<file path="config.mk">
export PLATFORM = sky130hd
export DESIGN_NAME = spmc_core
export DESIGN_NICKNAME = d
export VERILOG_FILES = /design/src/hdl/spmc_core.v
export VERILOG_INCLUDE_DIRS = /design/src /design/src/hdl
export SDC_FILE = /design/constraint.sdc
export NUM_CORES = 2
export LEC_CHECK = 0
export BUFFER_PORTS_ARGS = -buffer_cell sky130_fd_sc_hd__buf_2
export CAP_MARGIN = 20
export CORE_MARGIN = 2
export CORE_UTILIZATION = 55
export DETAILED_ROUTE_END_ITERATION = 8
export PLACE_DENSITY = 0.71
export SLEW_MARGIN = 20
export SYNTH_ARGS = -nofsm -noshare
export SYNTH_HDL_FRONTEND = slang
export SYNTH_SLANG_ARGS = --single-unit
</file>
<file path="constraint.sdc">
create_clock -name ref_clk -period 44.1 [get_ports ref_clk]
set_input_delay 4.41 -clock ref_clk [delete_from_list [all_inputs] [get_ports ref_clk]]
set_output_delay 4.41 -clock ref_clk [all_outputs]
set_load 0.02 [all_outputs]
</file>
<file path="src/hdl/spmc_regs.vh">
// Register offsets, field positions and reset values of the SPI controller.
`ifndef SPMC_REGS_VH
`define SPMC_REGS_VH

// Byte offsets on the register port.
`define SPMC_OFF_CTRL     7'h00
`define SPMC_OFF_STATUS   7'h04
`define SPMC_OFF_CTRL2    7'h08
`define SPMC_OFF_BAUD     7'h0C
`define SPMC_OFF_SEQ      7'h10
`define SPMC_CMD_PAGE     2'h1
`define SPMC_DATA_PAGE    3'h4

// Control register fields.
`define SPMC_CTRL_EN      0
`define SPMC_CTRL_MSTR    1
`define SPMC_CTRL_MULTI   2
`define SPMC_CTRL_3W      3
`define SPMC_CTRL_TXONLY  4
`define SPMC_CTRL_SELPOL  5
`define SPMC_CTRL_SELOE   8
`define SPMC_CTRL_IE      12

// Status register fields.
`define SPMC_ST_OVR       0
`define SPMC_ST_IDLE      1
`define SPMC_ST_MODE_FAULT_FLAG      2
`define SPMC_ST_PERF      3
`define SPMC_ST_UNDERRUN_FLAG      4
`define SPMC_ST_TXE       5
`define SPMC_ST_RXF       7

// Second control register fields.
`define SPMC_C2_PAREN     0
`define SPMC_C2_PARODD    1
`define SPMC_C2_AUTOSTOP  4

// Sequence register fields.
`define SPMC_SEQ_LAST     0
`define SPMC_SEQ_FRAMES   4

// Command word fields.
`define SPMC_CMD_SEL      0
`define SPMC_CMD_CPOL     2
`define SPMC_CMD_CPHA     3
`define SPMC_CMD_LEN      4
`define SPMC_CMD_LSBF     8
`define SPMC_CMD_BURST    9
`define SPMC_CMD_CKDLY    10
`define SPMC_CMD_NEGDLY   13
`define SPMC_CMD_NXTDLY   16
`define SPMC_CMD_RATE     20

// Reset values.
`define SPMC_RST_CTRL     32'h00000000
`define SPMC_RST_CTRL2    8'h00
`define SPMC_RST_BAUD     32'h00030003
`define SPMC_RST_SEQ      32'h00000000
`define SPMC_RST_CMD      32'h00000000

`endif

</file>
<file path="src/hdl/spmc_core.v">
// SPI master/slave controller with command sequencer and double buffers.
`timescale 1ns/1ps
`include "spmc_regs.vh"

module spmc_core (
  // Clock and reset
  input  wire        ref_clk,
  input  wire        rst,
  // Register port
  input  wire [6:0]  reg_addr,
  input  wire [31:0] reg_wdata,
  input  wire        reg_wr,
  input  wire        reg_rd,
  output reg  [31:0] reg_rdata,
  // Serial transfer clock pin
  input  wire        serial_transfer_clock_i,
  output wire        serial_transfer_clock_o,
  output wire        serial_transfer_clock_oe,
  // Master-out data pin
  input  wire        mosi_i,
  output wire        mosi_o,
  output wire        mosi_oe,
  // Master-in data pin
  input  wire        miso_i,
  output wire        miso_o,
  output wire        miso_oe,
  // Slave select lines
  input  wire        select_line_0_i,
  output wire [3:0]  slave_select_line_o,
  output wire [3:0]  slave_select_line_oe,
  // Interrupt request levels
  output wire        irq_rx_full,
  output wire        irq_tx_empty,
  output wire        irq_error,
  output wire        irq_idle,
  // Event link pulses
  output reg         ev_rx_full,
  output reg         ev_tx_empty,
  output reg         ev_error,
  output reg         ev_idle,
  output reg         ev_tx_done
);

  localparam [2:0] ST_IDLE  = 3'h0;
  localparam [2:0] ST_SETUP = 3'h1;
  localparam [2:0] ST_SHIFT = 3'h2;
  localparam [2:0] ST_FIN   = 3'h3;
  localparam [2:0] ST_NEG   = 3'h4;
  localparam [2:0] ST_NEXT  = 3'h5;

  reg [31:0] ctrl_q;
  reg [7:0]  ctrl2_q;
  reg [31:0] baud_q;
  reg [31:0] seq_q;
  reg [31:0] cmd_q [0:7];
  reg [31:0] txb_q [0:3];
  reg [31:0] txw_q [0:3];
  reg [31:0] rxb_q [0:3];
  reg [31:0] rxw_q [0:3];
  reg        txf_q;
  reg        rxf_q;
  reg        ovr_q;
  reg        mode_fault_flag_q;
  reg        perf_q;
  reg        underrun_flag_q;
  reg [2:0]  st_q;
  reg [10:0] div_q;
  reg [4:0]  dly_q;
  reg [4:0]  nxt_q;
  reg        sck_q;
  reg        so_q;
  reg        par_q;
  reg [5:0]  smp_q;
  reg [5:0]  ob_q;
  reg [1:0]  frm_q;
  reg [2:0]  cur_q;
  reg        sel_act_q;
  reg [1:0]  sel_line_q;
  reg [3:0]  s1_q;
  reg [3:0]  s2_q;
  reg        sck_prev_q;
  reg        err_prev_q;
  reg        rxf_prev_q;
  reg        txf_prev_q;
  reg        idle_prev_q;
  reg [31:0] rd_mux;
  integer    i;

  function [5:0] flen;
    input [3:0] c;
    begin
      if (c <= 4'h8)
        flen = {2'h0, c} + 6'h08;
      else if (c == 4'h9)
        flen = 6'h14;
      else if (c == 4'hA)
        flen = 6'h18;
      else
        flen = 6'h20;
    end
  endfunction

  wire        en      = ctrl_q[`SPMC_CTRL_EN];
  wire        mstr    = ctrl_q[`SPMC_CTRL_MSTR];
  wire        multi   = ctrl_q[`SPMC_CTRL_MULTI];
  wire        three_w = ctrl_q[`SPMC_CTRL_3W];
  wire        tx_only = ctrl_q[`SPMC_CTRL_TXONLY];
  wire        pol     = ctrl_q[`SPMC_CTRL_SELPOL];
  wire        par_en  = ctrl2_q[`SPMC_C2_PAREN];
  wire        par_odd = ctrl2_q[`SPMC_C2_PARODD];
  wire        astop   = ctrl2_q[`SPMC_C2_AUTOSTOP];
  wire [1:0]  frames  = seq_q[`SPMC_SEQ_FRAMES+1:`SPMC_SEQ_FRAMES];
  wire [2:0]  last    = seq_q[`SPMC_SEQ_LAST+2:`SPMC_SEQ_LAST];
  wire [31:0] cmd     = cmd_q[cur_q];
  wire        cpol    = cmd[`SPMC_CMD_CPOL];
  wire        cpha    = cmd[`SPMC_CMD_CPHA];
  wire        lsbf    = cmd[`SPMC_CMD_LSBF];
  wire [5:0]  len     = flen(cmd[`SPMC_CMD_LEN+3:`SPMC_CMD_LEN]);
  wire [5:0]  nbits   = len + {5'h0, par_en};
  // Half period in clocks is the field plus one, so ratios run 2..4096.
  wire [10:0] rate    = cmd[`SPMC_CMD_RATE] ? baud_q[26:16]
                                            : baud_q[10:0];
  wire [2:0]  ncur    = (cur_q == last) ? 3'h0 : cur_q + 3'h1;
  wire [31:0] ncmd    = cmd_q[ncur];

  // Select line 0 and the serial inputs are asynchronous to ref_clk.
  wire sck_s  = s2_q[0];
  wire mosi_s = s2_q[1];
  wire miso_s = s2_q[2];
  wire sel0_s = s2_q[3];
  wire slv_sel = three_w | (sel0_s == pol);

  wire tick    = (div_q == 11'h000);
  wire m_lead  = mstr & tick & (sck_q == cpol);
  wire m_trail = mstr & tick & (sck_q != cpol);
  wire s_edge  = ~mstr & (sck_s ^ sck_prev_q);
  wire s_lead  = s_edge & (sck_prev_q == cpol);
  wire s_trail = s_edge & (sck_prev_q != cpol);
  wire lead    = (st_q == ST_SHIFT) & (m_lead | s_lead);
  wire trail   = (st_q == ST_SHIFT) & (m_trail | s_trail);
  wire smp_e   = cpha ? trail : lead;
  wire shf_e   = cpha ? lead : trail;
  wire [5:0] smp_n = smp_q + {5'h0, smp_e};
  wire fdone   = trail & (smp_n == nbits);
  wire din     = mstr ? miso_s : mosi_s;

  wire [5:0]  rev_s = len - 6'h01 - smp_q;
  wire [5:0]  rev_o = len - 6'h01 - ob_q;
  wire [4:0]  pos_s = lsbf ? smp_q[4:0] : rev_s[4:0];
  wire [4:0]  pos_o = lsbf ? ob_q[4:0] : rev_o[4:0];
  wire [31:0] lmask = ~(32'hFFFFFFFF << len);
  wire [31:0] txcur = txw_q[frm_q];
  wire        txpar = (^(txcur & lmask)) ^ par_odd;
  wire        dout  = (ob_q < len) ? txcur[pos_o] :
                      ((ob_q == len) & par_en) ? txpar : 1'b0;

  wire idle_now = (st_q == ST_IDLE) & ~txf_q;
  wire err_any  = ovr_q | mode_fault_flag_q | perf_q | underrun_flag_q;
  wire rx_keep  = ~tx_only;
  wire hold_rx  = mstr & astop & rx_keep & rxf_q;
  wire dwr      = reg_wr & (reg_addr[6:4] == `SPMC_DATA_PAGE);
  wire drd      = reg_rd & (reg_addr[6:4] == `SPMC_DATA_PAGE);
  wire cwr      = reg_wr & (reg_addr[6:5] == `SPMC_CMD_PAGE);

  assign serial_transfer_clock_o  = sck_q;
  assign serial_transfer_clock_oe = en & mstr;
  assign mosi_o   = so_q;
  assign mosi_oe  = en & mstr;
  assign miso_o   = so_q;
  assign miso_oe  = en & ~mstr & slv_sel;

  assign irq_rx_full  = rxf_q & ctrl_q[`SPMC_CTRL_IE];
  assign irq_tx_empty = ~txf_q & ctrl_q[`SPMC_CTRL_IE+1];
  assign irq_error    = err_any & ctrl_q[`SPMC_CTRL_IE+2];
  assign irq_idle     = idle_now & ctrl_q[`SPMC_CTRL_IE+3];

  // Select pin drivers, one flop pair per line.
  genvar g;
  generate
    for (g = 0; g < 4; g = g + 1) begin : g_sel
      reg sel_q;
      reg seloe_q;
      always @(posedge ref_clk or posedge rst) begin
        if (rst) begin
          sel_q <= 1'b1;
          seloe_q <= 1'b0;
        end else begin
          sel_q <= (sel_act_q & (sel_line_q == g)) ? pol : ~pol;
          if (!en || !mstr || three_w)
            seloe_q <= 1'b0;
          else if (!multi)
            seloe_q <= 1'b1;
          else if (g == 0)
            seloe_q <= 1'b0;
          else
            seloe_q <= ctrl_q[`SPMC_CTRL_SELOE+g-1];
        end
      end
      assign slave_select_line_o[g]  = sel_q;
      assign slave_select_line_oe[g] = seloe_q;
    end
  endgenerate

  always @* begin
    rd_mux = 32'h00000000;
    case (reg_addr)
      `SPMC_OFF_CTRL:   rd_mux = ctrl_q;
      `SPMC_OFF_STATUS: rd_mux = {24'h000000, rxf_q, 1'b0, ~txf_q, underrun_flag_q,
                                  perf_q, mode_fault_flag_q, idle_now, ovr_q};
      `SPMC_OFF_CTRL2:  rd_mux = {24'h000000, ctrl2_q};
      `SPMC_OFF_BAUD:   rd_mux = baud_q;
      `SPMC_OFF_SEQ:    rd_mux = seq_q;
      default: begin
        if (reg_addr[6:5] == `SPMC_CMD_PAGE)
          rd_mux = cmd_q[reg_addr[4:2]];
        else if (reg_addr[6:4] == `SPMC_DATA_PAGE)
          rd_mux = rxb_q[reg_addr[3:2]];
      end
    endcase
  end

  // Registers, flags and the transfer engine share one process so that
  // the order of assignments decides set-over-clear for every flag.
  always @(posedge ref_clk or posedge rst) begin
    if (rst) begin
      ctrl_q <= `SPMC_RST_CTRL;
      ctrl2_q <= `SPMC_RST_CTRL2;
      baud_q <= `SPMC_RST_BAUD;
      seq_q <= `SPMC_RST_SEQ;
      for (i = 0; i < 8; i = i + 1)
        cmd_q[i] <= `SPMC_RST_CMD;
      for (i = 0; i < 4; i = i + 1) begin
        txb_q[i] <= 32'h00000000;
        txw_q[i] <= 32'h00000000;
        rxb_q[i] <= 32'h00000000;
        rxw_q[i] <= 32'h00000000;
      end
      {txf_q, rxf_q, ovr_q, mode_fault_flag_q, perf_q, underrun_flag_q} <= 6'h00;
      st_q <= ST_IDLE;
      div_q <= 11'h000;
      dly_q <= 5'h00;
      nxt_q <= 5'h00;
      sck_q <= 1'b0;
      so_q <= 1'b0;
      par_q <= 1'b0;
      smp_q <= 6'h00;
      ob_q <= 6'h00;
      frm_q <= 2'h0;
      cur_q <= 3'h0;
      sel_act_q <= 1'b0;
      sel_line_q <= 2'h0;
      s1_q <= 4'h0;
      s2_q <= 4'h0;
      sck_prev_q <= 1'b0;
      // Idle is true out of reset, so no idle event may follow release.
      {err_prev_q, rxf_prev_q, txf_prev_q, idle_prev_q} <= 4'h1;
      {ev_rx_full, ev_tx_empty, ev_error, ev_idle, ev_tx_done} <= 5'h00;
      reg_rdata <= 32'h00000000;
    end else begin
      s1_q <= {select_line_0_i, miso_i, mosi_i, serial_transfer_clock_i};
      s2_q <= s1_q;
      sck_prev_q <= sck_s;
      so_q <= dout;
      reg_rdata <= reg_rd ? rd_mux : 32'h00000000;

      // Events follow the rising edge of each condition.
      err_prev_q <= err_any;
      rxf_prev_q <= rxf_q;
      txf_prev_q <= txf_q;
      idle_prev_q <= idle_now;
      ev_error <= err_any & ~err_prev_q;
      ev_rx_full <= rxf_q & ~rxf_prev_q;
      ev_tx_empty <= ~txf_q & txf_prev_q;
      ev_idle <= idle_now & ~idle_prev_q;
      ev_tx_done <= 1'b0;

      // Software side: configuration and clears.
      if (reg_wr && reg_addr == `SPMC_OFF_CTRL)
        ctrl_q <= reg_wdata;
      if (reg_wr && reg_addr == `SPMC_OFF_CTRL2)
        ctrl2_q <= reg_wdata[7:0];
      if (reg_wr && reg_addr == `SPMC_OFF_BAUD)
        baud_q <= reg_wdata;
      if (reg_wr && reg_addr == `SPMC_OFF_SEQ)
        seq_q <= reg_wdata;
      if (cwr)
        cmd_q[reg_addr[4:2]] <= reg_wdata;
      // Error flags clear where a zero is written over them.
      if (reg_wr && reg_addr == `SPMC_OFF_STATUS) begin
        if (!reg_wdata[`SPMC_ST_OVR])
          ovr_q <= 1'b0;
        if (!reg_wdata[`SPMC_ST_MODE_FAULT_FLAG])
          mode_fault_flag_q <= 1'b0;
        if (!reg_wdata[`SPMC_ST_PERF])
          perf_q <= 1'b0;
        if (!reg_wdata[`SPMC_ST_UNDERRUN_FLAG])
          underrun_flag_q <= 1'b0;
      end
      // Reading the last word of the round frees the receive buffer.
      if (drd && reg_addr[3:2] == frames)
        rxf_q <= 1'b0;

      // Divider runs only while the master is busy.
      if (st_q == ST_IDLE || !mstr || tick)
        div_q <= rate;
      else
        div_q <= div_q - 11'h001;

      case (st_q)
        ST_IDLE: begin
          sck_q <= cpol;
          smp_q <= 6'h00;
          ob_q <= 6'h00;
          frm_q <= 2'h0;
          par_q <= 1'b0;
          if (!mstr)
            cur_q <= 3'h0;
          if (en && mstr && txf_q && !mode_fault_flag_q) begin
            for (i = 0; i < 4; i = i + 1)
              txw_q[i] <= txb_q[i];
            txf_q <= 1'b0;
            sel_act_q <= 1'b1;
            sel_line_q <= cmd[`SPMC_CMD_SEL+1:`SPMC_CMD_SEL];
            dly_q <= {1'b0, cmd[`SPMC_CMD_CKDLY+2:`SPMC_CMD_CKDLY], 1'b0}
                     + 5'h02;
            st_q <= ST_SETUP;
          end else if (en && !mstr && slv_sel) begin
            if (txf_q) begin
              for (i = 0; i < 4; i = i + 1)
                txw_q[i] <= txb_q[i];
              txf_q <= 1'b0;
            end else begin
              underrun_flag_q <= 1'b1;
              mode_fault_flag_q <= 1'b1;
            end
            st_q <= ST_SHIFT;
          end
        end
        ST_SETUP: begin
          if (tick) begin
            dly_q <= dly_q - 5'h01;
            if (dly_q == 5'h01)
              st_q <= ST_SHIFT;
          end
        end
        ST_SHIFT: begin
          if (mstr && tick)
            sck_q <= ~sck_q;
          if (smp_e) begin
            if (smp_q < len) begin
              if (rx_keep)
                rxw_q[frm_q][pos_s] <= din;
              par_q <= par_q ^ din;
            end else if (par_en && ((par_q ^ din) != par_odd)) begin
              perf_q <= 1'b1;
            end
            smp_q <= smp_n;
          end
          if (shf_e)
            ob_q <= smp_q;
          if (fdone) begin
            smp_q <= 6'h00;
            ob_q <= 6'h00;
            par_q <= 1'b0;
            frm_q <= frm_q + 2'h1;
            if (frm_q == frames)
              st_q <= ST_FIN;
          end
          if (!mstr && !slv_sel) begin
            mode_fault_flag_q <= 1'b1;
            st_q <= ST_IDLE;
          end
        end
        ST_FIN: begin
          sck_q <= cpol;
          frm_q <= 2'h0;
          if (!hold_rx) begin
            if (rx_keep && rxf_q) begin
              ovr_q <= 1'b1;
            end else if (rx_keep) begin
              for (i = 0; i < 4; i = i + 1)
                rxb_q[i] <= rxw_q[i];
              rxf_q <= 1'b1;
            end
            ev_tx_done <= 1'b1;
            if (!mstr) begin
              st_q <= ST_IDLE;
            end else begin
              cur_q <= ncur;
              nxt_q <= {1'b0, cmd[`SPMC_CMD_NXTDLY+2:`SPMC_CMD_NXTDLY],
                        1'b0} + 5'h02;
              if (cmd[`SPMC_CMD_BURST] && txf_q) begin
                for (i = 0; i < 4; i = i + 1)
                  txw_q[i] <= txb_q[i];
                txf_q <= 1'b0;
                sel_line_q <= ncmd[`SPMC_CMD_SEL+1:`SPMC_CMD_SEL];
                st_q <= ST_SHIFT;
              end else begin
                dly_q <= {1'b0, cmd[`SPMC_CMD_NEGDLY+2:`SPMC_CMD_NEGDLY],
                          1'b0} + 5'h02;
                st_q <= ST_NEG;
              end
            end
          end
        end
        ST_NEG: begin
          if (tick) begin
            dly_q <= dly_q - 5'h01;
            if (dly_q == 5'h01) begin
              sel_act_q <= 1'b0;
              dly_q <= nxt_q;
              st_q <= ST_NEXT;
            end
          end
        end
        ST_NEXT: begin
          if (tick) begin
            dly_q <= dly_q - 5'h01;
            if (dly_q == 5'h01)
              st_q <= ST_IDLE;
          end
        end
        default: st_q <= ST_IDLE;
      endcase

      // With multi set and three-wire off, another master pulling select line 0 ends this master's transfer.
      if (en && mstr && multi && !three_w && sel0_s == pol) begin
        mode_fault_flag_q <= 1'b1;
        sel_act_q <= 1'b0;
        st_q <= ST_IDLE;
      end
      if (!en) begin
        sel_act_q <= 1'b0;
        st_q <= ST_IDLE;
      end

      // A write to the last word of the round arms the transmit buffer.
      if (dwr) begin
        txb_q[reg_addr[3:2]] <= reg_wdata;
        if (reg_addr[3:2] == frames)
          txf_q <= 1'b1;
      end
    end
  end

endmodule // spmc_core

</file>
==> impl_metrics.tcl <==
set metrics [dict create \
    clk_pin_slew_ns 0.06 \
    peakVddDrop_mv 0.0318 \
    worstReg2RegEnd "rxw_q[44]" \
    avgSynthCellArea_um2 13.7 \
    ys_seq_area_share_pct 52.9 \
    hpwl_mm 82.3 \
    ant_nets 0 \
    fin_total_pwr_w 0.00238 \
    critPathRequiredTime_ns 44.63 \
    syn-num-nets 3482 \
    drc 0 \
    nets 3475 \
    finalSetupTns_ns 0 \
    worstSkewPairLatency_ns 0.66 \
    cp_max_fo 53 \
    worst-r2r-cell-count 15 \
    synth_top_cell_by_area "dfrtp_1" \
    grt_pass1_wl_mm 193 \
    grt_pass1_vias 31000 \
    ctsHoldBuffers 0 \
    avgRoutedWirePerCell_um 27.3 \
    period_needed_ns 7.46 \
    final_common_cell "dfrtp_1" \
    crit_path_start "reg_addr[4]" \
    vias 29600 \
    regArea_um2 24600 \
    core_um2 83700 \
    htreeDepth 3 \
    antenna_found_initial 15 \
    synth_fa_ha_area_share_pct 1.11 \
    maxCapViolations 0 \
    start_util_pct 55.5 \
    worst_hold_path.endpoint "s2_q[1]" \
    final_core_util_pct 61.4 \
    die_w_um 295 \
    cts-root-buf "clkbuf_16" \
    crit_type "in2reg" \
    drive_gt1_share_pct 41.6 \
    synth_top_family_by_area "multiplexers" \
    min_delay_path_depth 0 \
    dieArea_um2 86800 \
    postCtsSetupBuffers 0 \
    cp-start-kind "primary input" \
    drt_wl_total_mm 125 \
    drt_first_pass_iters 7 \
    critPathArrivalTime_ns 7.99 \
    hold_viol 0 \
    grt_overflow_total 0 \
    fin_skew_ns 0.0283 \
    cts_tree "built" \
    synth.area.mux_share_pct 31.8 \
    hold_class "reg2reg" \
    synth_edf_count 0 \
    yosysWarnings 0 \
    synth_xor_area_share_pct 1.19 \
    die_h_um 295 \
    fmax_ghz 0.134 \
    finalMaxSlewViolations 0 \
    synthFlopType "dfrtp_1" \
    p_leak_nw 23.6 \
    r2r-start "cur_q[0]" \
    rows 106 \
    hp-start "s1_q[1]" \
    ios 102 \
    rsz0062_at_grt "false" \
    grt_max_degree 186 \
    multiInputGateArea_um2 20800 \
    area_growth_pct 10.6 \
    status "completed" \
    grt.total_usage_pct 29.5 \
    synth.area.top_cells "dfrtp_1, mux2_2, mux4_2" \
    worstMarginPinSlew_ns 1.24 \
    clock_sinks 982 \
    slew_headroom_pct 16.0 \
    fillers 6283 \
    synth_compound_area_share_pct 4.61 \
    endpoint_kind "register" \
    syn_area_um2 46400 \
    ff2ff_setup_slack_ns 37.47 \
    vias_per_cell 6.44 \
    syn_inst 3395 \
    globalplace.congestion 0.923 \
    synth.distinct_cells 73 \
    clockBufferDepth 3 \
    fin_area_um2 51400 \
    finalCritPeriodShare_pct 16.9 \
    synthSimpleGateAreaFrac_pct 5.63 \
    synth-seq-cells 982 \
    p_per_area_nw_per_um2 46.3 \
    cts_resized 0 \
    dpl-instance-area_um2 47900 \
    setup_viol 0 \
    layout_common_cells "dfrtp_1, mux2_2, nand2_1" \
    async_reset_ff_share_pct 100 \
    drtIter0Drc 2673 \
    numCtsBuffers 101 \
    portBuffers 101 \
    synth_top_area_share_pct 52.4 \
]
worst max path at each step:
stage / end / slack (ns) / cells after the start
after global routing: rxw_q[25] / 36.39 / 5
after detailed placement: rxw_q[40] / 35.96 / 5
after CTS: rxw_q[40] / 36.66 / 5
final: seq_q[28] / 36.64 / 7
after floorplan: baud_q[10] / 12.08 / 1
after global placement: seq_q[21] / 36.14 / 7
registers in the layout, summed over array words and instances, names as in the netlist, 3 cells and up:
signal	cells
baud_q	32
cmd_q	256
ctrl2_q	8
ctrl_q	32
cur_q	3
div_q	11
dly_q	5
g_sel.sel_q	4
g_sel.seloe_q	4
nxt_q	4
ob_q	6
reg_rdata	32
rxb_q	128
rxw_q	128
s1_q	4
s2_q	4
seq_q	32
smp_q	6
st_q	3
txb_q	128
txw_q	128
layout make-up:
type / count / share of cell area (%)
Inverter: 45 / 0.343
Timing Repair Buffer: 162 / 1.95
Sequential cell: 982 / 47.9
Tap cell: 1134 / 2.76
Clock inverter: 36 / 1.03
Multi-Input combinational cell: 2096 / 40.4
Clock buffer: 139 / 5.63
Antenna cell: 2 / 0.00974
critical path, stage by stage:
cell     delay, ns
buf_4         0.29
buf_4         0.72
nand2_1       0.56
nor2_1        0.85
nand2_1       0.40
buf_4         0.37
mux2_2        0.32
power breakdown:
group / total, W / switching (W) / internal (W)
clock network: 0.000883 / 0.000356 / 0.000527
logic: 0.000422 / 0.000238 / 0.000184
registers: 0.00107 / 0.0000660 / 0.00101
cells in the mapped netlist, drive strengths merged, types with 35 or more instances:
library cell / number
clkbuf: 184
a21oi: 87
nor4: 82
o211ai: 46
mux2: 890
ha: 38
nand2: 198
mux2i: 74
inv: 44
xnor2: 35
nor2: 82
o21ai: 70
buf: 88
mux4: 177
dfrtp: 973
metal layers:
layer | up-vias | global-route usage (%) | routed length [um]
li1 | 12400 | - | -
met1 | 15800 | 41.2 | 52600
met2 | 1060 | 46.6 | 59300
met3 | 276 | 5.37 | 8580
met4 | 20 | 10.8 | 4660
met5 | - | 0 | 110
logic make-up after synthesis:
family,after synthesis
compound gates,322
flops,982
simple gates,534
fa+ha+maj,40
mux,1141
xor+xnor,59
buf+inv,317
per-stage QoR:
step | instances | hold WS (ns) | worst slack (ns)
after floorplan | 3395 | 0.331 | 12.08
after global placement | 4419 | 0.336 | 36.14
after global routing | 4594 | 0.361 | 36.39
final | 4596 | 0.348 | 36.64
after CTS | 4594 | 0.350 | 36.66
after detailed placement | 4419 | 0.337 | 35.96
No activity file was read; power rests on OpenSTA's default activity.
